--- config.mk ---
export PLATFORM = sky130hd
export DESIGN_NAME = pcos_core_flat
export DESIGN_NICKNAME = d
export VERILOG_FILES = /design/src/design/pcos_pkg.sv /design/src/design/pcos_if.sv /design/src/design/pcos_core.sv /design/src/flat_wrapper.sv
export SDC_FILE = /design/constraint.sdc
export NUM_CORES = 1
export LEC_CHECK = 0
export BUFFER_PORTS_ARGS = -buffer_cell sky130_fd_sc_hd__buf_2
export CORE_UTILIZATION = 55
export CTS_CLUSTER_DIAMETER = 80
export DETAILED_ROUTE_END_ITERATION = 8
export PLACE_DENSITY = 0.8
export SETUP_SLACK_MARGIN = 0.05
export SLEW_MARGIN = 20
export SYNTH_ARGS = -nofsm -noshare
export SYNTH_HDL_FRONTEND = slang
export SYNTH_SLANG_ARGS = --single-unit
--- constraint.sdc ---
create_clock -name clk_i -period 6.17 [get_ports clk_i]
set_input_delay 0.617 -clock clk_i [delete_from_list [all_inputs] [get_ports clk_i]]
set_output_delay 0.617 -clock clk_i [all_outputs]
set_load 0.05 [all_outputs]
--- src/design/pcos_pkg.sv ---
// Purpose: Shared constants for the clock output selector and its core-side controller.
// Assumes: One 125 MHz system clock; the configuration word is 32 bits.
// Notes: Field positions, masks, reset value, lock timing and controller map.
package pcos_pkg;
  // Configuration word field positions.
  localparam int PCOS_BDIV_LSB = 0;
  localparam int PCOS_MUL_LSB = 4;
  localparam int PCOS_BYP_LSB = 14;
  localparam int PCOS_SLEEP_BIT = 16;
  localparam int PCOS_CIN_LSB = 17;
  localparam int PCOS_LOCK_BIT = 23;
  localparam int PCOS_AUX_BIT = 24;
  localparam logic [31:0] PCOS_RESET = 32'h0001_c00f;
  localparam logic [31:0] PCOS_WMASK = 32'h007f_cfff;
  localparam logic [31:0] PCOS_SLEEP_MASK = 32'h0001_0000;
  localparam logic [31:0] PCOS_BYP_MASK = 32'h0000_c000;
  localparam logic [31:0] PCOS_LOCK_MASK = 32'h0080_0000;
  // Lock wait: 150 us at 125 MHz, exactly 18750 cycles.
  localparam int PCOS_LOCK_US = 150;
  localparam int PCOS_CLK_MHZ = 125;
  localparam int PCOS_LOCK_CYC = PCOS_LOCK_US * PCOS_CLK_MHZ;
  // Reference half period in system cycles, for the oscillator model.
  localparam int PCOS_REF_HALF = 16;
  // Controller register offsets.
  localparam logic [3:0] PCOS_A_CTRL = 4'h0;
  localparam logic [3:0] PCOS_A_WDATA = 4'h4;
  localparam logic [3:0] PCOS_A_RDATA = 4'h8;
  localparam logic [3:0] PCOS_A_STAT = 4'hc;
  // Controller operation codes.
  localparam logic [2:0] PCOS_OP_WRITE = 3'h1;
  localparam logic [2:0] PCOS_OP_READ = 3'h2;
  localparam logic [2:0] PCOS_OP_WLOCK = 3'h3;
  localparam logic [2:0] PCOS_OP_SLEEP = 3'h4;
  localparam logic [1:0] PCOS_RESP_OKAY = 2'h0;
  localparam logic [1:0] PCOS_RESP_SLVERR = 2'h2;
endpackage : pcos_pkg

--- src/design/pcos_if.sv ---
// Purpose: Configuration register link between processor core side and clock selector.
// Assumes: Both ends run on the same clock.
// Notes: Request held until the one-cycle acknowledge.
`timescale 1ns/1ns
interface pcos_if;
  logic req;
  logic wr;
  logic sup;
  logic [31:0] wdata;
  logic ack;
  logic exc;
  logic [31:0] rdata;
  modport dev (input req, wr, sup, wdata, output ack, exc, rdata);
  modport core (output req, wr, sup, wdata, input ack, exc, rdata);
endinterface : pcos_if

--- src/design/pcos_core.sv ---
// Purpose: Core-side controller that reaches the configuration register for software.
// Assumes: Software drives it over AXI4-Lite with 32-bit aligned words.
// Notes: One operation at a time; a control write while busy is ignored.
`timescale 1ns/1ns
module pcos_core import pcos_pkg::*; #(
  parameter int LOCK_CYC = PCOS_LOCK_CYC, // Timed wait when no lock bit.
  parameter bit HAS_LOCK = 1'b1 // Poll the lock bit instead of waiting.
) (
  input wire logic clk_i, // System clock.
  input wire logic rst_i, // Asynchronous reset, active high.
  pcos_if.core cfg, // Configuration register link.
  input wire logic [3:0] s_awaddr_i, // Write address.
  input wire logic s_awvalid_i, // Write address valid.
  output logic s_awready_o, // Write address ready.
  input wire logic [31:0] s_wdata_i, // Write data.
  input wire logic [3:0] s_wstrb_i, // Write strobes.
  input wire logic s_wvalid_i, // Write data valid.
  output logic s_wready_o, // Write data ready.
  output logic [1:0] s_bresp_o, // Write response.
  output logic s_bvalid_o, // Write response valid.
  input wire logic s_bready_i, // Write response ready.
  input wire logic [3:0] s_araddr_i, // Read address.
  input wire logic s_arvalid_i, // Read address valid.
  output logic s_arready_o, // Read address ready.
  output logic [31:0] s_rdata_o, // Read data.
  output logic [1:0] s_rresp_o, // Read response.
  output logic s_rvalid_o, // Read data valid.
  input wire logic s_rready_i // Read data ready.
);
  typedef enum logic [2:0] {
    PCOS_IDLE = 3'b000,
    PCOS_RD = 3'b001,
    PCOS_WR = 3'b010,
    PCOS_POLL = 3'b011,
    PCOS_WAIT = 3'b100,
    PCOS_SBYP = 3'b101,
    PCOS_SSLP = 3'b110
  } pcos_state_type;

  pcos_state_type state;
  logic [31:0] wdata_q;
  logic [31:0] rdata_q;
  logic [31:0] wait_cnt;
  logic [2:0] op_q;
  logic user_q;
  logic err;
  logic [3:0] aw_q;
  logic aw_have;
  logic w_have;
  logic [31:0] w_q;
  logic [3:0] w_strb;
  logic wr_go;
  logic start;
  logic err_set;

  // A write completes once both address and data are held and no response is pending.
  assign wr_go = aw_have && w_have && !s_bvalid_o;
  assign start = wr_go && aw_q == PCOS_A_CTRL && w_strb[0] && state == PCOS_IDLE;
  assign err_set = cfg.ack && cfg.exc;

  // Write channels are taken independently, in either order.
  always_ff @(posedge clk_i or posedge rst_i) begin
    if (rst_i) begin
      aw_have <= 1'b0;
      w_have <= 1'b0;
      aw_q <= 4'h0;
      w_q <= 32'h0000_0000;
      w_strb <= 4'h0;
      s_awready_o <= 1'b0;
      s_wready_o <= 1'b0;
      s_bvalid_o <= 1'b0;
      s_bresp_o <= PCOS_RESP_OKAY;
    end else begin
      s_awready_o <= !aw_have && !(s_awvalid_i && s_awready_o);
      s_wready_o <= !w_have && !(s_wvalid_i && s_wready_o);
      if (s_awvalid_i && s_awready_o) begin
        aw_have <= 1'b1;
        aw_q <= s_awaddr_i;
      end
      if (s_wvalid_i && s_wready_o) begin
        w_have <= 1'b1;
        w_q <= s_wdata_i;
        w_strb <= s_wstrb_i;
      end
      if (wr_go) begin
        aw_have <= 1'b0;
        w_have <= 1'b0;
        s_bvalid_o <= 1'b1;
        s_bresp_o <= (aw_q == PCOS_A_CTRL || aw_q == PCOS_A_WDATA || aw_q == PCOS_A_STAT) ?
                     PCOS_RESP_OKAY : PCOS_RESP_SLVERR;
      end else if (s_bready_i) begin
        s_bvalid_o <= 1'b0;
      end
    end
  end

  // Read channel; status shows busy, sticky exception and the last lock bit.
  always_ff @(posedge clk_i or posedge rst_i) begin
    if (rst_i) begin
      s_arready_o <= 1'b0;
      s_rvalid_o <= 1'b0;
      s_rdata_o <= 32'h0000_0000;
      s_rresp_o <= PCOS_RESP_OKAY;
    end else begin
      s_arready_o <= !s_rvalid_o && !(s_arvalid_i && s_arready_o);
      if (s_arvalid_i && s_arready_o) begin
        s_rvalid_o <= 1'b1;
        s_rresp_o <= PCOS_RESP_OKAY;
        unique case (s_araddr_i)
          PCOS_A_CTRL: s_rdata_o <= {28'h0, user_q, op_q};
          PCOS_A_WDATA: s_rdata_o <= wdata_q;
          PCOS_A_RDATA: s_rdata_o <= rdata_q;
          PCOS_A_STAT: s_rdata_o <= {29'h0, rdata_q[PCOS_LOCK_BIT], err, state != PCOS_IDLE};
          default: begin
            s_rdata_o <= 32'h0000_0000;
            s_rresp_o <= PCOS_RESP_SLVERR;
          end
        endcase
      end else if (s_rready_i) begin
        s_rvalid_o <= 1'b0;
      end
    end
  end

  // Sticky exception flag; a new exception beats a same-cycle clear.
  always_ff @(posedge clk_i or posedge rst_i) begin
    if (rst_i) begin
      err <= 1'b0;
    end else if (err_set) begin
      err <= 1'b1;
    end else if (wr_go && aw_q == PCOS_A_STAT && w_q[1]) begin
      err <= 1'b0;
    end
  end

  // Write data register; zero bits are forced clear before they leave.
  always_ff @(posedge clk_i or posedge rst_i) begin
    if (rst_i) begin
      wdata_q <= 32'h0000_0000;
    end else if (wr_go && aw_q == PCOS_A_WDATA && state == PCOS_IDLE) begin
      wdata_q <= w_q & PCOS_WMASK; // RL14
    end
  end

  // Access sequencer: request held until acknowledge, then the next step may follow at once.
  always_ff @(posedge clk_i or posedge rst_i) begin
    if (rst_i) begin
      state <= PCOS_IDLE;
      cfg.req <= 1'b0;
      cfg.wr <= 1'b0;
      cfg.sup <= 1'b1;
      cfg.wdata <= 32'h0000_0000;
      rdata_q <= 32'h0000_0000;
      op_q <= 3'h0;
      user_q <= 1'b0;
      wait_cnt <= 32'h0000_0000;
    end else begin
      unique case (state)
        PCOS_IDLE: begin
          if (start) begin
            op_q <= w_q[2:0];
            user_q <= w_q[3];
            cfg.sup <= !w_q[3];
            cfg.wdata <= wdata_q;
            if (w_q[2:0] == PCOS_OP_WRITE || w_q[2:0] == PCOS_OP_WLOCK) begin
              cfg.req <= 1'b1;
              cfg.wr <= 1'b1;
              state <= PCOS_WR;
            end else if (w_q[2:0] == PCOS_OP_READ || w_q[2:0] == PCOS_OP_SLEEP) begin
              cfg.req <= 1'b1;
              cfg.wr <= 1'b0;
              state <= PCOS_RD;
            end
          end
        end
        PCOS_RD: begin
          if (cfg.ack) begin
            rdata_q <= cfg.rdata;
            if (!cfg.exc && op_q == PCOS_OP_SLEEP) begin
              cfg.wr <= 1'b1;
              cfg.wdata <= (cfg.rdata | PCOS_BYP_MASK) & PCOS_WMASK; // RL16 RL20 RL14
              state <= PCOS_SBYP;
            end else begin
              cfg.req <= 1'b0;
              state <= PCOS_IDLE;
            end
          end
        end
        PCOS_SBYP: begin
          if (cfg.ack) begin
            if (cfg.exc) begin
              cfg.req <= 1'b0;
              state <= PCOS_IDLE;
            end else begin
              cfg.wdata <= cfg.wdata | PCOS_SLEEP_MASK; // RL16
              state <= PCOS_SSLP;
            end
          end
        end
        PCOS_WR: begin
          if (cfg.ack) begin
            if (!cfg.exc && op_q == PCOS_OP_WLOCK && HAS_LOCK) begin
              cfg.wr <= 1'b0; // RL15
              state <= PCOS_POLL;
            end else if (!cfg.exc && op_q == PCOS_OP_WLOCK) begin
              cfg.req <= 1'b0;
              wait_cnt <= 32'(LOCK_CYC); // RL17
              state <= PCOS_WAIT;
            end else begin
              cfg.req <= 1'b0;
              state <= PCOS_IDLE;
            end
          end
        end
        PCOS_POLL: begin
          if (cfg.ack) begin
            rdata_q <= cfg.rdata;
            if (cfg.exc || cfg.rdata[PCOS_LOCK_BIT]) begin
              cfg.req <= 1'b0; // RL15
              state <= PCOS_IDLE;
            end
          end
        end
        PCOS_WAIT: begin
          if (wait_cnt <= 32'h0000_0001) begin
            state <= PCOS_IDLE; // RL17
          end
          wait_cnt <= wait_cnt - 32'h0000_0001;
        end
        PCOS_SSLP: begin
          if (cfg.ack) begin
            cfg.req <= 1'b0;
            state <= PCOS_IDLE;
          end
        end
        default: begin
          cfg.req <= 1'b0;
          state <= PCOS_IDLE;
        end
      endcase
    end
  end
endmodule : pcos_core

--- src/flat_wrapper.sv ---
// flat-port wrapper written by rule: the top's interface ports become plain ports
module pcos_core_flat import pcos_pkg::*;
#(
  parameter int LOCK_CYC = PCOS_LOCK_CYC,                                
  parameter bit HAS_LOCK = 1'b1                                         
)
  (clk_i, rst_i, s_awaddr_i, s_awvalid_i, s_awready_o, s_wdata_i, s_wstrb_i, s_wvalid_i, s_wready_o, s_bresp_o, s_bvalid_o, s_bready_i, s_araddr_i, s_arvalid_i, s_arready_o, s_rdata_o, s_rresp_o, s_rvalid_o, s_rready_i, cfg_req, cfg_wr, cfg_sup, cfg_wdata, cfg_ack, cfg_exc, cfg_rdata);
  pcos_if cfg_i ();
  input wire logic clk_i;
  input wire logic rst_i;
  input wire logic [3:0] s_awaddr_i;
  input wire logic s_awvalid_i;
  output logic s_awready_o;
  input wire logic [31:0] s_wdata_i;
  input wire logic [3:0] s_wstrb_i;
  input wire logic s_wvalid_i;
  output logic s_wready_o;
  output logic [1:0] s_bresp_o;
  output logic s_bvalid_o;
  input wire logic s_bready_i;
  input wire logic [3:0] s_araddr_i;
  input wire logic s_arvalid_i;
  output logic s_arready_o;
  output logic [31:0] s_rdata_o;
  output logic [1:0] s_rresp_o;
  output logic s_rvalid_o;
  input wire logic s_rready_i;
  output wire logic [$bits(cfg_i.req)-1:0] cfg_req;
  output wire logic [$bits(cfg_i.wr)-1:0] cfg_wr;
  output wire logic [$bits(cfg_i.sup)-1:0] cfg_sup;
  output wire logic [$bits(cfg_i.wdata)-1:0] cfg_wdata;
  input wire logic [$bits(cfg_i.ack)-1:0] cfg_ack;
  input wire logic [$bits(cfg_i.exc)-1:0] cfg_exc;
  input wire logic [$bits(cfg_i.rdata)-1:0] cfg_rdata;
  assign cfg_req = cfg_i.req;
  assign cfg_wr = cfg_i.wr;
  assign cfg_sup = cfg_i.sup;
  assign cfg_wdata = cfg_i.wdata;
  assign cfg_i.ack = cfg_ack;
  assign cfg_i.exc = cfg_exc;
  assign cfg_i.rdata = cfg_rdata;
  pcos_core #(.LOCK_CYC(LOCK_CYC), .HAS_LOCK(HAS_LOCK)) u_core (.clk_i(clk_i), .rst_i(rst_i), .cfg(cfg_i), .s_awaddr_i(s_awaddr_i), .s_awvalid_i(s_awvalid_i), .s_awready_o(s_awready_o), .s_wdata_i(s_wdata_i), .s_wstrb_i(s_wstrb_i), .s_wvalid_i(s_wvalid_i), .s_wready_o(s_wready_o), .s_bresp_o(s_bresp_o), .s_bvalid_o(s_bvalid_o), .s_bready_i(s_bready_i), .s_araddr_i(s_araddr_i), .s_arvalid_i(s_arvalid_i), .s_arready_o(s_arready_o), .s_rdata_o(s_rdata_o), .s_rresp_o(s_rresp_o), .s_rvalid_o(s_rvalid_o), .s_rready_i(s_rready_i));
endmodule
# Word-level counts from Yosys, hierarchy flattened
# Cells that the tools add are included.
# Widths: inputs -> output; s select.
[totals]
elab_cells = 168
in_bits = 85
reg_bits = 199
[classes]
n_mux = 54
n_addsub = 1
magnitude_cmp = 1
bitwise = 2
n_reduce_logical = 53
eq_ne = 32
[op_table]
columns = ["cell", "n"]
rows = [
  ["$mux 32", 4],
  ["$pmux 32 s4", 1],
  ["$pmux 32 s3", 1],
  ["$mux 3", 12],
  ["$le 32x1->1 const B", 1],
  ["$sub 32x1->32 const B", 1],
  ["$mux 1", 29],
  ["$pmux 3 s7", 1],
  ["$logic_and 1x1->1", 18],
  ["$ne 2x2->1 const B", 9],
  ["$mux 17", 1],
  ["$eq 3x2->1 const B", 5],
  ["$eq 3x3->1 const B", 5],
  ["$eq 4x4->1 const B", 3],
  ["$reduce_and 12->1", 1],
  ["$reduce_bool 2->1", 6],
  ["$ne 2x1->1 const B", 5],
  ["$logic_not 1->1", 9],
  ["$reduce_and 9->1", 1],
  ["$reduce_bool 3->1", 3],
  ["$eq 4x3->1 const B", 2],
  ["$logic_not 4->1", 2],
  ["$pmux 1 s7", 1],
  ["$reduce_and 7->1", 1],
  ["other kinds (12)", 21],
]

# Longest topological paths before layout
[logic_depth]
depth_word = 7
ltp_mapped = 8
depth_no_buf = 7

# Worst setup path before layout
# Ideal clock, no wire load.
[synth_path]
kind = "flip-flop to flip-flop"
from = "register u_core.s_bvalid_o"
to = "register u_core.cfg.wdata[0]"
stages_incl_launch_ff = 6
path_slack_ns = 4.114
required_time_ns = 6.033
synth_period_minus_slack_ns = 2.056
path_buffers = 1
setup_time_ns = 0.137
arrival_time_ns = 1.919
path_cell_list = "dfrtp_1 nor4bb_1 nand3_1 a211oi_1 clkbuf_1 a21oi_1"
[synth_between]
elab_chain_cells = 7
[synth_rtl]
columns = ["element", "line_no", "rtl"]
rows = [
  ["start, declared", "pcos_core.sv:20", "output logic s_bvalid_o,"],
  ["start signal, assigned", "pcos_core.sv:71", "s_bvalid_o <= 1'b0;"],
  ["start signal, assigned", "pcos_core.sv:88", "s_bvalid_o <= 1'b1;"],
  ["start signal, assigned", "pcos_core.sv:92", "s_bvalid_o <= 1'b0;"],
  ["$logic_not 1->1", "pcos_core.sv:57", "assign wr_go = aw_have && w_have && !s_bvalid_o;"],
  ["$logic_and 1x1->1", "pcos_core.sv:57", ""],
  ["$logic_and 1x1->1 (3 in series)", "pcos_core.sv:58", "assign start = wr_go && aw_q == PCOS_A_CTRL && w_strb[0] && state == PCOS_IDLE;"],
  ["$ne 2x1->1 (no line)", "n/a", ""],
  ["$reduce_and 5->1 (no line)", "n/a", ""],
  ["end signal, assigned", "pcos_core.sv:164", "cfg.wdata <= wdata_q;"],
  ["end signal, assigned", "pcos_core.sv:181", "cfg.wdata <= (cfg.rdata | PCOS_BYP_MASK) & PCOS_WMASK;"],
  ["end signal, assigned", "pcos_core.sv:195", "cfg.wdata <= cfg.wdata | PCOS_SLEEP_MASK;"],
  ["end, declared", "pcos_if.sv:14", "modport core (output req, wr, sup, wdata, input ack, exc, rdata);"],
]
# No other way between the ends.
# A chain may end at the register's enable or synchronous reset.

# Worst setup path after layout
[layout_path]
from = "register u_core.state[1]"
to = "register u_core.cfg.req"
[layout_between]
elab_chain_cells = 4
[layout_rtl]
columns = ["element", "line_no", "rtl"]
rows = [
  ["start, declared", "pcos_core.sv:40", "pcos_state_type state;"],
  ["start signal, assigned", "pcos_core.sv:148", "state <= PCOS_IDLE;"],
  ["start signal, assigned", "pcos_core.sv:168", "state <= PCOS_WR;"],
  ["start signal, assigned", "pcos_core.sv:172", "state <= PCOS_RD;"],
  ["$logic_not 3->1", "pcos_core.sv:58, pcos_core.sv:158", ""],
  ["$logic_and 1x1->1", "pcos_core.sv:58", ""],
  ["$ne 2x1->1 (no line)", "n/a", ""],
  ["$reduce_and 12->1 (no line)", "n/a", ""],
  ["end signal, assigned", "pcos_core.sv:166", "cfg.req <= 1'b1;"],
  ["end signal, assigned", "pcos_core.sv:170", "cfg.req <= 1'b1;"],
  ["end signal, assigned", "pcos_core.sv:184", "cfg.req <= 1'b0;"],
  ["end, declared", "pcos_if.sv:14", ""],
]
# Several ways; a longest one is shown, not always the timed one.

==> impl_metrics.csv <==
group,metric,value,unit
layout,nNetsFinal,868,
synth,ys_ff_latch,184,
die,dieWidth,122,um
route,first_pass_iters,6,
die,die_area,14800,um2
synth,yosysUniqueCellTypes,59,
die,core-area,13900,um2
pwr,powerDensity,494,nW/um2
synth,syn_area,7890,um2
route,wl_met1,7.38,mm
die,io_pins,161,
route,vias_per_cell,5.74,
worst_setup_path,worst-path-max-fanout,23,
layout,drive_gt1_share,35.0,%
synth,yosysMostFrequentCell,"dfrtp_1",
global_route,grtUsageTotal,24.8,%
route,wl_met2,8.41,mm
route,ant_nets,0,
place,place_inst,942,
sta,final.min_clock_period,2580,ps
synth,synthArstFlopShare,100,%
route,routedWlPerCell,17.6,um
layout,n_antenna_cell,0,
cts,cts_max_path_buffers,2,
sta,worst_pin_slew,1090,ps
layout,fillCellCount,1029,
global_route,antenna_found_initial,1,
route,drt_iter0_markers,407,
layout,final_area,9270,um2
synth,synth-edff-count,0,
pwr,ir_drop,0.000339,V
cts,cts_root_buffer,"clkbuf_16",
worst_setup_path,endpoint_kind,"flop",
run,drv.max_cap_violation_count,0,
route,met3WireLength,1.03,mm
worst_setup_path,setup.worst_path.class,"flop to flop",
cts,path_clk_slew,70,ps
layout,final_cell_count_no_fill,974,
run_status,status,"finished clean",
sta,setup_tns,0,ps
route,routed.top_layer,"met5",
place,port_buffers,133,
cts,worstSkewPairLatency,440,ps
cts,cts_buffers,17,
cts,h-tree-depth,4,
die,row_count,43,
sta,drv_slew,0,
cts,cts_resized,0,
sta,hold_violations,0,
synth,yosys.area.top_type_share,58.0,%
route,vias,5592,
synth,avgSynthCellArea,12.0,um2
pwr,cellLeakagePower,4.43,nW
sta,holdWs,311,ps
route,drc,0,
cts,post_cts_buffers,0,
synth,yosys.area.top_type,"dfrtp_1",
min_path,holdCritPathClass,"primary input to asynchronous set/reset pin",
worst_setup_path,startpoint_type,"flop",
synth,synthCells,657,
synth,synth_common_cells,"dfrtp_1 (183), mux2_2 (85), nand2_1 (63), nor2_1 (46), o21ai_0 (40)",
sta,fmax,0.388,GHz
global_route,grt_max_degree,120,
place,placed_area,8670,um2
worst_setup_path,cp_data_required_time,6480,ps
global_route,grt_overflow,0,
route,routed_wirelength,17.1,mm
layout,syn_to_final_growth,17.4,%
synth,ys_top_cells_by_area,"dfrtp_1 (58%), mux2_2 (12%), a22oi_1 (3.5%)",
cts,cts_tree,"built",
place,place_congestion,0.876,
synth,synth_warnings,0,
worst_setup_path,worstPathArrival,2880,ps
sta,finalClockSkew,10.8,ps
global_route,grt_pass1_wl,27.8,mm
die,initial_utilization,56.6,%
cts,cts_sinks,184,
global_route,grt_pass1_vias,5513,
synth,synth_flop_cell,"dfrtp_1",
sta,finalCritPeriodShare,41.8,%
sta,slew_headroom,27.3,%
sta,setup_violations,0,
synth,yosysSeqAreaShare,58.4,%
die,dieHeight,122,um
sta,grt_setup_unrepaired,"false",
cts,cts-hold-fix-buffers,0,
place,dpl.hpwl,11.8,mm
layout,final_core_util,66.5,%
==> sequential cells by signal, summed over array words and instances (netlist names), 3 cells and up <==
name              count
u_core.w_q           21
u_core.cfg.wdata     21
u_core.rdata_q       32
u_core.wdata_q       21
u_core.s_rdata_o     32
u_core.aw_q           4
u_core.op_q           3
u_core.wait_cnt      32
u_core.state          3
==> routing by layer <==
layer / vias up / GRT usage (%)
li1: 2562 / -
met1: 2821 / 32.2
met2: 180 / 39.7
met3: 27 / 7.68
met4: 2 / 7.95
met5: - / 0
==> worst paths after layout <==
kind | from | end | slack, ps | cells past startpoint
max | u_core.state[1] | u_core.cfg.req | 3590 | 5
min | rst_i | u_core.w_q[5] | 310 | 2
max reg2reg | u_core.state[1] | u_core.cfg.req | 3590 | 5
min reg2reg | u_core.aw_have | u_core.s_awready_o | 460 | 1
max in group asynchronous | rst_i | u_core.w_q[14] | 4550 | 3
min in group clk_i | s_rready_i | u_core.s_rvalid_o | 350 | 2
==> report_power, final <==
| part | internal [W] | switching [W] | total, W |
|---|---|---|---|
| registers | 0.00165 | 0.000375 | 0.00202 |
| logic | 0.000578 | 0.000892 | 0.00147 |
| clock network | 0.000604 | 0.000481 | 0.00108 |
==> critical path: stages, from the launching register on <==
cell	delay (ps)
dfrtp_1	630
nand2b_1	880
nor2_1	110
a211oi_2	520
o31ai_1	150
o2bb2ai_1	160
==> stage by stage <==
stage	power, W	worst slack, ps
after detailed placement	0.00350	3630
after CTS	0.00460	3620
after global routing	0.00483	3450
final	0.00458	3590
after floorplan	0.00311	554
after global placement	0.00342	3690
==> kinds of logic after synthesis <==
family / synth area share (%)
AOI/OAI and AO/OA: 10.5
xor gates and xnor gates: 3.22
adders and majority gates: 0.317
buffers and inverters: 3.27
DFF: 58.4
muxes: 12.8
other: 0.0475
and+or+nand+nor: 11.5
==> cell type report <==
cell class | count | area [um2] | share of cell area (%)
Sequential cell | 184 | 4610 | 49.7
Tap cell | 180 | 225 | 2.43
Inverter | 8 | 37.5 | 0.405
Clock inverter | 15 | 164 | 1.77
Timing Repair Buffer | 138 | 703 | 7.59
Multi-Input combinational cell | 432 | 3100 | 33.5
Clock buffer | 17 | 425 | 4.59
==> layout by cell type, fill, tap and decap left out, drive strengths merged, types with 13 or more instances in the layout <==
master	Yosys	layout
dfrtp	183	183
buf	24	138
mux2	85	85
nand2	63	63
nor2	46	46
o21ai	40	40
a22oi	37	37
a21oi	29	29
xor2	19	19
clkbuf	21	17
inv	8	14
conb	1	13
Power figures use the tool's default switching activity.
